**src/shared/chs_pkg.sv**
```systemverilog
/*
  Shared constants for the codec homing and alignment-search pair.
  Assumes one 200 MHz core clock shared by both ends.
*/
package chs_pkg;
  localparam int SAMPLE_BITS = 13;
  localparam int WORD_BITS = 16;
  localparam int FRAME_SAMPLES = 160;
  localparam int PARAM_WORDS = 76;
  localparam int LOG_AREA_WORDS = 8;
  localparam int SUB1_WORDS = 17;
  localparam int BIT_TRIALS = 13;
  localparam int TRIAL_FRAMES = 3;
  localparam int FRAME_MS = 20;
  localparam int SAMPLE_RATE_HZ = 8000;
  localparam int LINK_KBPS = 104;
  localparam int CLK_HZ = 200000000;
  // Clock cycles per sample slot at 104 kbit/s / 13 bits
  localparam int SAMPLE_CYCLES = CLK_HZ / ((LINK_KBPS * 1000) / SAMPLE_BITS);
  localparam logic [12:0] HOME_SAMPLE = 13'h0001;
  localparam logic [15:0] HOME_WORD = 16'h0008;
  localparam logic [15:0] DEC_HOME_WORD = 16'h0000;
  localparam logic [2:0] PAD_ZERO = 3'h0;
endpackage

```
**src/shared/chs_if.sv**
```systemverilog
/*
  Link between the codec end and the tester end.
  Assumes both ends share core_clk_i and reset_i.
*/
`timescale 1ns/10ps
interface chs_if;
  logic smp_valid;
  logic [15:0] smp_data;
  logic par_valid;
  logic [15:0] par_data;
  logic par_first;
  logic dec_valid;
  logic [15:0] dec_data;

  modport codec (input smp_valid, input smp_data, output par_valid, output par_data,
    output par_first, output dec_valid, output dec_data);
  modport tester (output smp_valid, output smp_data, input par_valid, input par_data,
    input par_first, input dec_valid, input dec_data);
endinterface

```
**src/rtl/chs_codec_end.sv**
```systemverilog
/*
  Codec end: frames the sample stream in 160-sample segments, detects homing
  frames, emits a 76-word parameter frame per segment and loops decoding.
  Assumes the tester paces samples; the speech algorithm is out of scope.
*/
`timescale 1ns/10ps
module chs_codec_end (
  input wire logic core_clk_i,
  input wire logic reset_i,
  chs_if.codec lnk,
  input wire logic frame_bad_i,
  output logic homed_o
);
  import chs_pkg::*;

  typedef enum {ST_IN, ST_OUT} chs_state_e;
  chs_state_e state_reg, state_next;
  logic [7:0] cnt_reg, cnt_next;
  logic all_home_reg, all_home_next;
  logic homed_reg, homed_next;
  logic emit_home_reg, emit_home_next;
  logic [15:0] sig_reg, sig_next;
  logic [15:0] hist_reg, hist_next;
  logic [6:0] ocnt_reg, ocnt_next;
  logic [15:0] pdata_reg, pdata_next;
  logic pval_reg, pval_next;
  logic pfirst_reg, pfirst_next;
  logic dhome_full_reg, dhome_full_next;
  logic dmatch_reg, dmatch_next;
  logic dall_reg, dall_next;
  logic [6:0] dcnt_reg, dcnt_next;
  logic dec_home_out_reg, dec_home_out_next;
  logic [15:0] ddata_reg, ddata_next;
  logic dval_reg, dval_next;
  logic [7:0] dout_reg, dout_next;
  logic [12:0] smp;

  // Only the top 13 bits count; the pad bits are ignored
  assign smp = lnk.smp_data[15:3];

  // Encoder: collect a segment, then emit its parameter frame
  always_comb begin
    state_next = state_reg;
    cnt_next = cnt_reg;
    all_home_next = all_home_reg;
    homed_next = homed_reg;
    emit_home_next = emit_home_reg;
    sig_next = sig_reg;
    hist_next = hist_reg;
    ocnt_next = ocnt_reg;
    pdata_next = pdata_reg;
    pval_next = 1'b0;
    pfirst_next = 1'b0;
    unique case (state_reg)
      ST_IN: begin
        if (lnk.smp_valid) begin
          all_home_next = all_home_reg & (smp == HOME_SAMPLE);
          // Signature folds each sample with its position so offsets differ
          sig_next = {sig_reg[14:0], sig_reg[15]} ^ {3'h0, smp} ^ {8'h00, cnt_reg};
          if (cnt_reg == 8'(FRAME_SAMPLES - 1)) begin
            cnt_next = 8'h00;
            state_next = ST_OUT;
            ocnt_next = 7'h00;
            if (all_home_reg & (smp == HOME_SAMPLE)) begin
              emit_home_next = homed_reg;
              homed_next = 1'b1;
              hist_next = 16'h0000;
            end else begin
              emit_home_next = 1'b0;
              homed_next = 1'b0;
              hist_next = sig_next ^ hist_reg;
            end
          end else begin
            cnt_next = cnt_reg + 8'h01;
          end
        end
      end
      ST_OUT: begin
        pval_next = 1'b1;
        pfirst_next = (ocnt_reg == 7'h00);
        // Right-justified words; the homing response is a fixed frame.
        // Bit 5 marks a coded word, so no coded word can pass for the homing pattern.
        pdata_next = emit_home_reg ? DEC_HOME_WORD
                     : {10'h000, 1'b1, 5'(hist_reg >> ocnt_reg[3:0]) ^ 5'(ocnt_reg)};
        if (ocnt_reg == 7'(PARAM_WORDS - 1)) begin
          state_next = ST_IN;
          all_home_next = 1'b1;
          sig_next = 16'h0000;
        end else begin
          ocnt_next = ocnt_reg + 7'h01;
        end
      end
    endcase
  end

  always_ff @(posedge core_clk_i) begin
    if (reset_i) begin
      state_reg <= ST_IN;
      cnt_reg <= 8'h00;
      all_home_reg <= 1'b1;
      homed_reg <= 1'b0;
      emit_home_reg <= 1'b0;
      sig_reg <= 16'h0000;
      hist_reg <= 16'h0000;
      ocnt_reg <= 7'h00;
      pdata_reg <= 16'h0000;
      pval_reg <= 1'b0;
      pfirst_reg <= 1'b0;
    end else begin
      state_reg <= state_next;
      cnt_reg <= cnt_next;
      all_home_reg <= all_home_next;
      homed_reg <= homed_next;
      emit_home_reg <= emit_home_next;
      sig_reg <= sig_next;
      hist_reg <= hist_next;
      ocnt_reg <= ocnt_next;
      pdata_reg <= pdata_next;
      pval_reg <= pval_next;
      pfirst_reg <= pfirst_next;
    end
  end

  // Decoder: watch the parameter words looped back and track homing
  always_comb begin
    dhome_full_next = dhome_full_reg;
    dmatch_next = dmatch_reg;
    dall_next = dall_reg;
    dcnt_next = dcnt_reg;
    dec_home_out_next = dec_home_out_reg;
    if (pval_reg) begin
      if (pfirst_reg) begin
        dmatch_next = (pdata_reg == DEC_HOME_WORD);
        dall_next = (pdata_reg == DEC_HOME_WORD);
        dcnt_next = 7'h01;
      end else begin
        // Partial match only needs log_area_params and first subframe
        if (dcnt_reg < 7'(LOG_AREA_WORDS + SUB1_WORDS))
          dmatch_next = dmatch_reg & (pdata_reg == DEC_HOME_WORD);
        dall_next = dall_reg & (pdata_reg == DEC_HOME_WORD);
        dcnt_next = dcnt_reg + 7'h01;
      end
      if (dcnt_reg == 7'(PARAM_WORDS - 1)) begin
        dec_home_out_next = dhome_full_reg & dmatch_next;
        // Only a complete homing frame not flagged bad arms the partial-match reset
        dhome_full_next = dall_next & ~frame_bad_i;
      end
    end
  end

  always_ff @(posedge core_clk_i) begin
    if (reset_i) begin
      dhome_full_reg <= 1'b0;
      dmatch_reg <= 1'b0;
      dall_reg <= 1'b0;
      dcnt_reg <= 7'h00;
      dec_home_out_reg <= 1'b0;
    end else begin
      dhome_full_reg <= dhome_full_next;
      dmatch_reg <= dmatch_next;
      dall_reg <= dall_next;
      dcnt_reg <= dcnt_next;
      dec_home_out_reg <= dec_home_out_next;
    end
  end

  // Decoder output: one sample per input sample slot
  always_comb begin
    dout_next = dout_reg;
    dval_next = 1'b0;
    ddata_next = ddata_reg;
    if (lnk.smp_valid) begin
      dval_next = 1'b1;
      dout_next = (dout_reg == 8'(FRAME_SAMPLES - 1)) ? 8'h00 : dout_reg + 8'h01;
      ddata_next = dec_home_out_reg ? HOME_WORD
                   : {5'h00, dout_reg, PAD_ZERO};
    end
  end

  always_ff @(posedge core_clk_i) begin
    if (reset_i) begin
      dout_reg <= 8'h00;
      dval_reg <= 1'b0;
      ddata_reg <= 16'h0000;
    end else begin
      dout_reg <= dout_next;
      dval_reg <= dval_next;
      ddata_reg <= ddata_next;
    end
  end

  assign lnk.par_valid = pval_reg;
  assign lnk.par_data = pdata_reg;
  assign lnk.par_first = pfirst_reg;
  assign lnk.dec_valid = dval_reg;
  assign lnk.dec_data = ddata_reg;
  assign homed_o = homed_reg;
endmodule // chs_codec_end

```
**src/flat_wrapper.sv**
```systemverilog
// flat-port wrapper written by rule: the top's interface ports become plain ports
module chs_codec_end_flat import chs_pkg::*;
  (core_clk_i, reset_i, frame_bad_i, homed_o, lnk_smp_valid, lnk_smp_data, lnk_par_valid, lnk_par_data, lnk_par_first, lnk_dec_valid, lnk_dec_data);
  chs_if lnk_i ();
  input wire logic core_clk_i;
  input wire logic reset_i;
  input wire logic frame_bad_i;
  output logic homed_o;
  input wire logic [$bits(lnk_i.smp_valid)-1:0] lnk_smp_valid;
  input wire logic [$bits(lnk_i.smp_data)-1:0] lnk_smp_data;
  output wire logic [$bits(lnk_i.par_valid)-1:0] lnk_par_valid;
  output wire logic [$bits(lnk_i.par_data)-1:0] lnk_par_data;
  output wire logic [$bits(lnk_i.par_first)-1:0] lnk_par_first;
  output wire logic [$bits(lnk_i.dec_valid)-1:0] lnk_dec_valid;
  output wire logic [$bits(lnk_i.dec_data)-1:0] lnk_dec_data;
  assign lnk_i.smp_valid = lnk_smp_valid;
  assign lnk_i.smp_data = lnk_smp_data;
  assign lnk_par_valid = lnk_i.par_valid;
  assign lnk_par_data = lnk_i.par_data;
  assign lnk_par_first = lnk_i.par_first;
  assign lnk_dec_valid = lnk_i.dec_valid;
  assign lnk_dec_data = lnk_i.dec_data;
  chs_codec_end u_core (.core_clk_i(core_clk_i), .reset_i(reset_i), .lnk(lnk_i), .frame_bad_i(frame_bad_i), .homed_o(homed_o));
endmodule
```
**config.mk**
```make
export PLATFORM = sky130hd
export DESIGN_NAME = chs_codec_end_flat
export DESIGN_NICKNAME = d
export VERILOG_FILES = /design/src/shared/chs_pkg.sv /design/src/shared/chs_if.sv /design/src/rtl/chs_codec_end.sv /design/src/flat_wrapper.sv
export SDC_FILE = /design/constraint.sdc
export NUM_CORES = 1
export LEC_CHECK = 0
export BUFFER_PORTS_ARGS = -buffer_cell sky130_fd_sc_hd__buf_2
export CAP_MARGIN = 0
export CORE_UTILIZATION = 25
export DETAILED_ROUTE_END_ITERATION = 10
export HOLD_SLACK_MARGIN = 0.15
export PLACE_DENSITY = 0.47
export SLEW_MARGIN = 10
export SYNTH_ARGS = -nofsm -noshare
export SYNTH_HDL_FRONTEND = slang
export SYNTH_SLANG_ARGS = --single-unit
```
**constraint.sdc**
```tcl
create_clock -name core_clk_i -period 2.65 [get_ports core_clk_i]
set_input_delay 0 -clock core_clk_i [delete_from_list [all_inputs] [get_ports core_clk_i]]
set_output_delay 0 -clock core_clk_i [all_outputs]
set_load 0.03 [all_outputs]
```
; ---- Word-level counts from Yosys, hierarchy flattened
; Index checks and enable logic that the tools add are counted.
[totals]
register_bits = 136
word_cells = 85
output_inout_bits = 36
[op_classes]
reduce_logical = 10
addsub = 4
n_lt_le_gt_ge = 1
mux = 29
n_shift = 1
bitwise = 11
n_eq_ne = 10
[ops]
columns = cell, n
row1 = $mux W32, 3
row2 = $pmux W32 S2, 1
row3 = $mux W16, 3
row4 = $eq A32 B1 Y1 const B, 1
row5 = $logic_not A32 Y1, 1
row6 = $pmux W16 S2, 1
row7 = $mux W7, 4
row8 = $add A8 B1 Y8 const B, 2
row9 = $eq A8 B8 Y1 const B, 2
row10 = $logic_not A16 Y1, 1
row11 = $mux W8, 2
row12 = $shr A16 B4 Y5, 1
row13 = $xor A16 B13 Y16, 1
row14 = $xor A16 B16 Y16, 1
row15 = $xor A16 B8 Y16, 1
row16 = $add A7 B1 Y7 const B, 2
row17 = $eq A7 B7 Y1 const B, 2
row18 = $pmux W7 S2, 1
row19 = $eq A13 B1 Y1 const B, 1
row20 = $mux W1, 11
row21 = $mux W11, 1
row22 = $reduce_and A3 Y1, 3
row23 = $logic_not A7 Y1, 1
row24 = $lt A7 B5 Y1 const B, 1
row25 = other kinds (9), 18

; ---- Depth between registers and ports, before layout
[logic_depth]
depth_word = 6
ltp_mapped = 7
depth_no_buf = 5

; ---- Worst setup path before layout
; Ideal clock, no wire load.
[synth_timing]
path_kind = flip-flop to flip-flop
from = reg u_core.pval_reg, in the netlist u_core.lnk.par_valid
to = reg u_core.dhome_full_reg
slack_ns = 0.862
synth_period_minus_slack_ns = 1.788
path_stages_with_launch = 5
t_arrival_ns = 1.718
cell_sequence = dfxtp_1 nand2_1 or4_4 or4_1 a21oi_1
[synth_via]
elab_chain_len = 1
[synth_lines]
columns = item, line
row1 = from (decl), chs_codec_end.sv:26  ; logic pval_reg, pval_next;
row2 = from (signal assigned), chs_codec_end.sv:119  ; pval_reg <= pval_next;
row3 = $reduce_and A2 Y1 (no source line), -
row4 = to (signal assigned), chs_codec_end.sv:159  ; dhome_full_reg <= dhome_full_next;
row5 = to (decl), chs_codec_end.sv:28  ; logic dhome_full_reg, dhome_full_next;
; No other way between the ends.
; A chain may end at the register's enable or synchronous reset.

; ---- Worst setup path after layout
[layout_timing]
from = reg u_core.dcnt_reg[0]
to = reg u_core.dhome_full_reg
[layout_via]
elab_chain_len = 2
[layout_lines]
columns = item, line
row1 = from (decl), chs_codec_end.sv:31  ; logic [6:0] dcnt_reg, dcnt_next;
row2 = from (signal assigned), chs_codec_end.sv:162  ; dcnt_reg <= dcnt_next;
row3 = $eq A7 B7 Y1, chs_codec_end.sv:143  ; if (dcnt_reg == 7'(PARAM_WORDS - 1)) begin
row4 = $reduce_and A2 Y1 (no source line), -
; No other way between the ends.

==> impl_results.md <==
* Leak pwr at 1.944 nW
* Async SR Flop Fraction at 0%
* Share of layout cells above drive strength 1 at 15.51%
* Max frequency at 409.6 MHz
* Clk Latency, worst-skew pair at about 0.35 ns
* Max-slew headroom at 42.75%
* Required @ worst endpoint at around 2.9 ns
* Vias at between 3000 and 4000
* Sequential fraction of design power at between 40 and 50%
* Clk slew on worst S/H paths at ~0.060 ns
* Pre-CTS setup slack at 0.5222 ns
* Synth unique cells at 66
* Crit path DAT at 2.73 ns
* Net Switching at roughly 0.69 mW
* Clock root buffer: clkbuf_16
* RePlAce Congestion at just under 0.8
* Final Setup Violations at 0
* Xor/xnor share of the synthesized area at 10.99%
* Top_reg_cell synth: dfxtp_1
* Pwr Density at around 570 nW/um^2
* Remaining Overflow, GRT at 0
* Worst hold margin at 0.1654 ns
* Switching Fraction at 22.84%
* H-tree depth at 3
* Yosys warning total at 0
* DR WL met2 at 4944 um
* Floorplan Core Area at 17960 sq um
* CTS tree: built
* Drt drc at 0
* Post-synth EDFFs at 0
* Multiplexer share of the synthesized area at under 10%
* N_diodes at 0
* Slew @ Worst Pin at 0.8588 ns
* Average wire per standard cell at 14.38 um
* Cells after Synth at 497
* Final Total Pwr at around 3.0 mW
* Initial Utilization at 25.53%
* Status: finished, final reports clean
* RSZ-0062 raised after global routing: false
* Rows at 49
* Crit path time final at 2.441 ns
* Mapped Area at 4587 sq um
* Clock Tree Buf Depth at 2
* FF/Latch Area at 1742 sq um
* Routed Antenna Nets at 0
* Routed vias/inst at approximately 4.7
* Die Ht at 137.5 um
* Setup_tns at 0 ns
* Final nets at between 500 and 600
* Initial DRC Count at around 190
* Critical path class: reg2reg
* Fin cells at 764
* Worst ir drop on vdd at 0.0002532 V
* CTS Buf Count at 9
* GR Util All Layers at 12.51%
* Worst Skew at approximately 0.0053 ns
* # fillers at 1854
* Internal power at about 2.3 mW
* Die footprint at about 19000 sq um
* CP startpoint kind: flip-flop
* Logic gate share of total power at 7.6%
* Dpl hpwl at 8155 um
* Largest net degree at the start of global routing at 36
* Syn_area_per_cell at 9.229 sq um
* Main combinational cell family by area after synthesis: simple AND/OR/NAND/NOR gates
* Port Buffers at 34
* Setup ws final at 0.2086 ns
* Register area share after synthesis at 37.97%
* Final Max Slew Viols at 0
* Period utilization at 92.13%
* Multi-input gate area at 2599 sq um
* Initial antenna violation count at 0
* Hold/Removal Path Class: in2reg
* Synth Area in Simple Gates at 22.61%
* Critical path fanouts, max at 5
* Max layer used: met4
* Area Growth Syn to Fin at 16.23%
* Final WL at 10990 um
* Wl on met1 at roughly 5400 um
* Max Cap Viol at 0
* PostCTS Resize Cnt at 0
* Top-level I/O count at 56
* Vias in the first global route at 3390
* Clock power frac at 47.7%
* WL met3 at between 400 and 500 um
* Area share of fa/ha/maj cells after synthesis at 1.364%
* CP endpoint kind: flip-flop
* # clock sinks at 87
* Placed cells at 740
* First-pass GRT wire length at 18020 um
* Flops & latches, synth at between 80 and 90
* Die Width at 137.5 um
* Final Hold Viols at 0
* First-pass DRT Iterations at 5
* Synth Area in Compound Gates at 11.05%
## power groups by stage
stage / sequential (mW) / combinational, mW / clock, mW
after global placement: 1.39 / 0.221 / 0
after CTS: 1.36 / 0.234 / 1.50
after global routing: 1.36 / 0.256 / 1.55
final: 1.36 / 0.232 / 1.45
after detailed placement: 1.39 / 0.225 / 0
after floorplan: 1.39 / 0.188 / 0
## per-stage QoR
step           util (%)  area [sq um]
3_3_place_gp      27.35          4913
2_1_floorplan         -          4651
3_5_place_dp      27.35          4913
4_1_cts           29.68          5331
6_report          29.68          5331
5_1_grt           29.68          5331
## path summary, 6_finish.rpt
check,cells past startpoint,to,from,slack [ns]
worst max-delay path,6,u_core.dhome_full_reg$_SDFFE_PP0P_,u_core.dcnt_reg[0]$_SDFFE_PP0P_,0.21
worst max register to register,6,u_core.dhome_full_reg$_SDFFE_PP0P_,u_core.dcnt_reg[0]$_SDFFE_PP0P_,0.21
worst min register to register,2,u_core.sig_reg[15]$_SDFFE_PP0P_,u_core.sig_reg[15]$_SDFFE_PP0P_,0.48
worst min-delay path,5,u_core.sig_reg[12]$_SDFFE_PP0P_,lnk_smp_data[15],0.17
## kinds of logic (layout without fill, tap and decap cells)
kind of cell / count (synthesis) / count (layout)
other cells: 1 / 18
flops: 87 / 87
simple gates: 204 / 204
xor+xnor: 45 / 45
mux: 27 / 27
compound gates: 71 / 71
fa+ha+maj: 5 / 5
buf+inv: 57 / 78
## layout by cell type (no fill, tap or decap), drive strengths merged, types with 3 or more instances in the layout
master       Yosys  layout
nor4            16      16
and3             4       4
clkinv           2       5
conb             1      18
xnor3            8       8
nor2b            3       3
or4              4       4
a22oi           10      10
dfxtp           87      87
a31oi            4       4
nor3             5       5
nand2           35      35
bufinv           0       3
o21a             8       8
mux2i           15      15
and4             3       3
xnor2           23      23
and2             8       8
a2111oi          3       3
mux4            12      12
a211oi           3       3
nand4           10      10
ha               5       5
nor2            80      80
a21oi           19      19
nand3           11      11
xor2            14      14
dlygate4sd3      0       8
o21ai            6       6
nand2b           8       8
buf             35      45
nor4b            3       3
clkbuf          13      10
inv              7       7
## repair_timing
item,CTS,global route
endpoints found under the hold margin,15,0
buffers inserted,0,0
hold buffers,8,0
## cell usage after synthesis (4+ instances only)
| cell | count | area share, % |
|---|---|---|
| dfxtp_1 | 87 | 38 |
| mux4_2 | 12 | 5.9 |
| nand4_1 | 10 | 1.4 |
| nor2_1 | 80 | 6.5 |
| buf_2 | 13 | 1.4 |
| clkbuf_1 | 12 | 0.98 |
| o21ai_0 | 5 | 0.55 |
| a22oi_1 | 10 | 1.6 |
| ha_1 | 5 | 1.4 |
| xor2_1 | 14 | 2.7 |
| a21oi_1 | 19 | 2.1 |
| nor4_1 | 16 | 2.2 |
| mux2i_1 | 15 | 3.3 |
| nor3_1 | 5 | 0.55 |
| and2_1 | 8 | 1.1 |
| nand3_1 | 11 | 1.2 |
| o21a_1 | 8 | 1.3 |
| nand2_1 | 35 | 2.9 |
| nand2b_1 | 8 | 1.1 |
| inv_1 | 7 | 0.57 |
| and3_1 | 4 | 0.55 |
| buf_4 | 19 | 3.1 |
| xnor3_1 | 8 | 3.9 |
| xnor2_1 | 23 | 4.4 |
## cell type report
cell class / instances / area share (%)
Clock buffer: 10 / 4.295
Clock inverter: 6 / 2.042
Inverter: 9 / 0.6337
Multi-Input combinational cell: 370 / 48.74
Sequential cell: 87 / 32.67
Tap cell: 229 / 5.374
Timing Repair Buffer: 53 / 6.243
## critical path: stages, from the launching register on
cell and delay (ns):
dfxtp_1 0.41, ha_1 0.19, nand2_1 0.09, or4_4 0.51, or4_1 0.48, a21oi_1 0.15
dlygate4sd3_1 0.56
## per-layer routing
layer	track usage, %	up-vias
met1	16.41	1693
met2	19.26	66
li1	-	1791
met4	4.823	0
met3	3.569	16
met5	0	-
(Power assumes the default switching activity.)
